`src/shared/touch_pkg.sv`:
```
// Constants and types shared by the touch panel host port.
package touch_pkg;
  localparam int          CLK_HZ          = 100_000_000;
  localparam int          REF_HZ          = 14_318_000;
  localparam int          RATE_BASE       = 35716;
  localparam int          RATE_STEP       = 4096;
  localparam logic [7:0]  RATE_RESET      = 8'h20;
  localparam logic [7:0]  RATE_MIN        = 8'h09;
  localparam int          IRQ_GEN_NS      = 100;
  localparam int          IRQ_GEN_CYCLES  = (IRQ_GEN_NS * (CLK_HZ / 1_000_000) + 999) / 1000;
  localparam int          CONV_CYCLES     = 64;
  localparam logic [2:0]  REG_STATUS      = 3'h0;
  localparam logic [2:0]  REG_X_LOW       = 3'h1;
  localparam logic [2:0]  REG_X_HIGH      = 3'h2;
  localparam logic [2:0]  REG_Y_LOW       = 3'h3;
  localparam logic [2:0]  REG_Y_HIGH      = 3'h4;
  localparam logic [2:0]  REG_CONTROL     = 3'h6;
  localparam logic [2:0]  REG_RATE        = 3'h7;
  localparam int          CTL_IRQ_CONV    = 0;
  localparam int          CTL_IRQ_TOUCH   = 1;
  localparam int          CTL_PERIODIC    = 2;
  localparam int          CTL_POWER_UP    = 7;
  typedef enum logic [3:0] {
    ST_SLEEP   = 4'b0001,
    ST_CONV_X  = 4'b0010,
    ST_CONV_Y  = 4'b0100,
    ST_WAIT    = 4'b1000
  } seq_state_t;
endpackage : touch_pkg

```
`src/hw/touch_panel_host_port_irq.sv`:
```
// Touch panel controller digital core: host port, sequencer and interrupt.
`timescale 1ns/10ps
module touch_panel_host_port_irq
  import touch_pkg::*;
#(
  parameter int REF_DIV = (CLK_HZ + REF_HZ / 2) / REF_HZ
) (
  input  wire logic        sys_clk,
  input  wire logic        rst,
  input  wire logic        chip_sel_n,
  input  wire logic        rd_n,
  input  wire logic        wr_n,
  input  wire logic        reg_addr_bit0,
  input  wire logic        reg_addr_bit1,
  input  wire logic        reg_addr_bit2,
  input  wire logic [7:0]  data_in,
  output logic      [7:0]  data_out,
  output logic             data_oe,
  input  wire logic        panel_touched,
  input  wire logic [11:0] adc_sample,
  output logic             adc_start,
  output logic             drive_x,
  output logic             drive_y,
  output logic             irq,
  output logic             touch_n
);
  localparam int DIVW = $clog2(REF_DIV + 1);
  localparam int IGW  = $clog2(IRQ_GEN_CYCLES + 1);

  function automatic logic [23:0] point_period(input logic [7:0] count);
    point_period = 24'(RATE_BASE) + 24'(RATE_STEP) * {16'h0000, count};
  endfunction : point_period

  logic [2:0]  addr;
  logic        rd_act;
  logic        wr_act;
  logic        rd_prev;
  logic        wr_prev;
  logic        rd_start;
  logic        wr_start;
  logic [7:0]  status;
  logic [7:0]  control;
  logic [7:0]  rate;
  logic [11:0] x_res;
  logic [11:0] y_res;
  logic [11:0] x_new;
  logic [11:0] y_new;
  logic        new_pending;
  logic [DIVW-1:0] ref_div;
  logic        ref_tick;
  logic [23:0] ref_count;
  logic [7:0]  conv_count;
  seq_state_t  state;
  logic        irq_event;
  logic [IGW-1:0] irq_gen;
  logic        touched_prev;

  assign addr     = {reg_addr_bit2, reg_addr_bit1, reg_addr_bit0};
  assign rd_act   = !chip_sel_n && !rd_n;
  assign wr_act   = !chip_sel_n && !wr_n;
  assign rd_start = rd_act && !rd_prev;
  assign wr_start = wr_act && !wr_prev;
  assign data_oe  = rd_act;
  assign touch_n  = !panel_touched;
  assign drive_x  = (state == ST_CONV_X);
  assign drive_y  = (state == ST_CONV_Y);

  always_ff @(posedge sys_clk) begin
    if (rst) begin
      rd_prev <= 1'b0;
      wr_prev <= 1'b0;
      touched_prev <= 1'b0;
    end else begin
      rd_prev <= rd_act;
      wr_prev <= wr_act;
      touched_prev <= panel_touched;
    end
  end

  // Read data is registered; it follows the addressed register every cycle of the read.
  always_ff @(posedge sys_clk) begin
    if (rst) begin
      data_out <= 8'h00;
    end else begin
      unique case (addr)
        REG_STATUS:  data_out <= status;
        REG_X_LOW:   data_out <= x_res[7:0];
        REG_X_HIGH:  data_out <= {4'h0, x_res[11:8]};
        REG_Y_LOW:   data_out <= y_res[7:0];
        REG_Y_HIGH:  data_out <= {4'h0, y_res[11:8]};
        REG_CONTROL: data_out <= control;
        REG_RATE:    data_out <= rate;
        default:     data_out <= 8'h00;
      endcase
    end
  end

  always_ff @(posedge sys_clk) begin
    if (rst) begin
      control <= 8'h00;
      rate    <= RATE_RESET;
    end else if (wr_start) begin
      if (addr == REG_CONTROL) begin
        control <= data_in;
      end
      if (addr == REG_RATE) begin
        rate <= (data_in < RATE_MIN) ? RATE_MIN : data_in;
      end
    end
  end

  assign status = {5'h00, state != ST_SLEEP, panel_touched, new_pending};

  // Reference clock tick derived from the system clock stands in for the input reference.
  always_ff @(posedge sys_clk) begin
    if (rst) begin
      ref_div <= '0;
      ref_tick <= 1'b0;
    end else if (ref_div == DIVW'(REF_DIV - 1)) begin
      ref_div <= '0;
      ref_tick <= 1'b1;
    end else begin
      ref_div <= ref_div + 1'b1;
      ref_tick <= 1'b0;
    end
  end

  always_ff @(posedge sys_clk) begin
    if (rst) begin
      state      <= ST_SLEEP;
      ref_count  <= '0;
      conv_count <= '0;
      adc_start  <= 1'b0;
      x_new      <= '0;
      y_new      <= '0;
      new_pending <= 1'b0;
    end else begin
      adc_start <= 1'b0;
      if (new_pending && !rd_act) begin
        new_pending <= 1'b0;
      end
      if (ref_tick) begin
        ref_count <= ref_count + 1'b1;
      end
      unique case (state)
        ST_SLEEP: begin
          ref_count <= '0;
          if (panel_touched && control[CTL_POWER_UP] && control[CTL_PERIODIC]) begin
            state <= ST_CONV_X;
            conv_count <= '0;
            adc_start <= 1'b1;
          end
        end
        ST_CONV_X: begin
          if (ref_tick) conv_count <= conv_count + 1'b1;
          if (ref_tick && conv_count == 8'(CONV_CYCLES - 1)) begin
            x_new <= adc_sample;
            conv_count <= '0;
            adc_start <= 1'b1;
            state <= ST_CONV_Y;
          end
        end
        ST_CONV_Y: begin
          if (ref_tick) conv_count <= conv_count + 1'b1;
          if (ref_tick && conv_count == 8'(CONV_CYCLES - 1)) begin
            y_new <= adc_sample;
            new_pending <= 1'b1;
            state <= ST_WAIT;
          end
        end
        ST_WAIT: begin
          if (!control[CTL_POWER_UP] || !panel_touched) begin
            state <= ST_SLEEP;
          end else if (ref_tick && ref_count >= point_period(rate) - 24'h1) begin
            ref_count <= '0;
            conv_count <= '0;
            adc_start <= 1'b1;
            state <= ST_CONV_X;
          end
        end
        default: state <= ST_SLEEP;
      endcase
    end
  end

  always_ff @(posedge sys_clk) begin
    if (rst) begin
      x_res <= '0;
      y_res <= '0;
    end else if (new_pending && !rd_act) begin
      x_res <= x_new;
      y_res <= y_new;
    end
  end

  assign irq_event = (new_pending && !rd_act && control[CTL_IRQ_CONV])
                   || (panel_touched != touched_prev && control[CTL_IRQ_TOUCH]);

  always_ff @(posedge sys_clk) begin
    if (rst) begin
      irq_gen <= '0;
    end else if (irq_event) begin
      irq_gen <= IGW'(IRQ_GEN_CYCLES);
    end else if (irq_gen != '0) begin
      irq_gen <= irq_gen - 1'b1;
    end
  end

  always_ff @(posedge sys_clk) begin
    if (rst) begin
      irq <= 1'b0;
    end else if (irq_event) begin
      irq <= 1'b1;
    end else if (rd_start && irq_gen == '0) begin
      irq <= 1'b0;
    end else if (wr_start && addr == REG_CONTROL && !data_in[CTL_POWER_UP]) begin
      irq <= 1'b0;
    end
  end
endmodule : touch_panel_host_port_irq

```
`config.mk`:
```
export PLATFORM = sky130hd
export DESIGN_NAME = touch_panel_host_port_irq
export DESIGN_NICKNAME = d
export VERILOG_FILES = /design/src/shared/touch_pkg.sv /design/src/hw/touch_panel_host_port_irq.sv
export SDC_FILE = /design/constraint.sdc
export NUM_CORES = 1
export LEC_CHECK = 0
export BUFFER_PORTS_ARGS = -buffer_cell sky130_fd_sc_hd__buf_2
export CORE_ASPECT_RATIO = 1.2
export CORE_UTILIZATION = 64
export CTS_BUF_LIST = sky130_fd_sc_hd__clkbuf_8 sky130_fd_sc_hd__clkbuf_16
export CTS_CLUSTER_DIAMETER = 50
export DETAILED_ROUTE_END_ITERATION = 8
export GPL_TIMING_DRIVEN = 0
export PLACE_DENSITY = 0.84
export SYNTH_ARGS = -nofsm -noshare
export SYNTH_HDL_FRONTEND = slang
export SYNTH_SLANG_ARGS = --single-unit
```
`constraint.sdc`:
```
create_clock -name sys_clk -period 7.2 [get_ports sys_clk]
set_input_delay 0.36 -clock sys_clk [delete_from_list [all_inputs] [get_ports sys_clk]]
set_output_delay 0.36 -clock sys_clk [all_outputs]
set_load 0.01 [all_outputs]
```
==> metrics.txt <==
Via density 5.91; design area 6380 sq um; 1st-iter DRT viols 291; Area contributors post-synth dfxtp_1 44%, nand2_1 7.7%, mux2i_1 5.8%; CTS Hold Bufs 0; met3 wire length 586 microns; Setup Viol. Count Final 0; Sw Ratio 0.222; WL/cell 16.4 microns; std cell rows 36; FF+latch count, synth 122; register area share after synthesis 0.442; yosys warns 0; post-CTS setup buffer count 0; Syn Nets 674; total of max-cap violations 0; DP Area 5870 sq um; Crit-path slowest cell a2111oi_4; worst setup margin roughly 4500 ps; initial antenna violation count 0; Initial Utilization 0.670; CORE AREA approximately 8000 sq um; Main synth FF type dfxtp_1; dpl hpwl 9600 microns; CP peak stage delay 560 ps; gr usage total 0.316; ys async rst share 0; Mapped Avg Cell Area 8.75 sq um; Cell variety after synth 63; most common cell in the netlist dfxtp_1; post-synthesis cell area between 5000 and 6000 sq um; P_int approximately 1.2 mW; Post-Place Cells between 700 and 800; Die Y 104 microns; fin crit share 0.382; Final Power 1.49 mW; CTS clk-pin slew, worst paths 60 ps; Fin Hold WS 13.1 ps; EDFF count, synth 0; Area Growth Syn to Fin 15.6%; ANT cells 0; uppermost layer routed met4; vias in the first global route 4,732; pre-CTS setup slack 4440 ps; area occupied by registers 2440 sq um; sequential power share 0.461; clock latency on the worst-skew pair 530 ps; routed wire length 13,400 microns; Slew Viols, Final 0; CP Launch Type flop; worst vdd ir 195 uV; switching power total 0.330 mW; critical path capture point type flop; share of cells above drive strength 1 0.145; Die ar. 9010 sq um; critical-path cell list ha_1 > nand3_1 > xor2_1 > ha_1 > nand3_1 > nor3_4 > a2111oi_4 > a211oi_4 > buf_2 > nor3_1; TNS Setup 0 ps; outcome complete, no violations; overall die width 86.8 microns; Post-synth top cells 122 x dfxtp_1, 114 x nand2_1, 56 x a21oi_1; hold crit path type primary input to flop; PD cells 233 nW/um^2; Worst-Margin Slew 659 ps; ANT nets after route 0; critical path type flop to flop; clock root buffer clkbuf_8; DR pass1 iterations 6; post-synth top area cell dfxtp_1; static leakage around 2.3 nW; Final Non-Filler Cells 816; routed length on met1 5280 microns; Synth Instances 631; htree depth 4; routed wl met2 7060 microns; CTS tree done; Gate power share 0.040; CP max FO 10; max_slew headroom 0.557; CP required 7630 ps; Layout fillers 560; Final #Nets approximately 730; Top Ports 43; vias slightly below 5,000; fin util 0.774; critical path data arrival time 3180 ps; Final min period 2750 ps; number of buffers created by CTS 17; first-pass GRT wire length 21,900 microns; area of the multi-input gates 2880 sq um; IO buf count 40; Yosys top cell area share 0.442; Final Hold Vio Count 0; Fmax 0.364 GHz; # DRC 0; largest net degree at the start of global routing 17; RSZ-0062 raised after global routing no; gpl congestion roughly 0.9; clk sinks ~120; clock skew 6.27 ps; total global routing overflow 0; CTS Buffer Depth 2; Clk pwr share 0.500; CTS resizes 0
-- per-layer routing --
metal,up-vias,track usage
li1,2337,-
met2,143,0.569
met3,43,0.0797
met5,-,0
met1,2299,0.337
met4,0,0.151
-- layout make-up --
class,instances,area share
multi-input cells,458,0.451
flip-flops and latches,122,0.383
clock buffers,18,0.0670
repair buffers,40,0.0314
well taps,114,0.0223
plain buffers,33,0.0214
clock inverters,13,0.0139
inverters,18,0.0106
-- sequential cells by signal, indices dropped and copies added, names as in the netlist, 3 cells and up --
register    count
y_res          12
rate            8
x_new          12
ref_count      24
state           4
x_res          12
ref_div         3
y_new          12
conv_count      8
irq_gen         4
control         8
data_out        8
-- critical path, delay by kind of cell, from the launching register on --
kind                       cells  cell delay (ps)
adders and majority gates      2              530
buffers and inverters          1              220
xor gates and xnor gates       1              160
AOI/OAI and AO/OA              2              730
DFF                            1              430
and+or+nand+nor                4              590
-- path summary, 6_finish.rpt --
path	from	slack, ps	cells past startpoint	endpoint
setup reg to reg	rate[3]	4450	10	ref_count[8]
setup / recovery	rate[3]	4450	10	ref_count[8]
hold reg to reg	ref_div[0]	440	1	ref_div[0]
hold / removal	wr_n	10	2	wr_prev
-- power groups by stage --
stage / sequential (mW) / combinational (mW) / clock (mW)
2_1_floorplan: 0.698 / 0.0336 / 0
3_3_place_gp: 0.698 / 0.0558 / 0
3_5_place_dp: 0.699 / 0.0572 / 0
4_1_cts: 0.684 / 0.0581 / 0.744
5_1_grt: 0.685 / 0.0636 / 0.782
6_report: 0.684 / 0.0587 / 0.742
-- placed cells by master, fill, tap and decap left out, drive strengths merged, types with 14 or more instances in the layout --
cell | synthesis | final
dfxtp | 122 | 122
nand2 | 114 | 114
a21oi | 56 | 56
buf | 9 | 49
nor2 | 47 | 47
clkbuf | 24 | 42
nor3 | 39 | 39
mux2i | 32 | 32
inv | 18 | 21
xnor2 | 14 | 14
ha | 14 | 14
-- cell families after synthesis --
logic type | count (synthesis) | share of synthesized area
AOI/OAI and AO/OA | 106 | 0.128
xor gates and xnor gates | 27 | 0.0428
adders and majority gates | 14 | 0.0317
buffers and inverters | 51 | 0.0369
DFF | 122 | 0.442
muxes | 39 | 0.0763
and+or+nand+nor | 272 | 0.242
(Power assumes the default switching activity.)
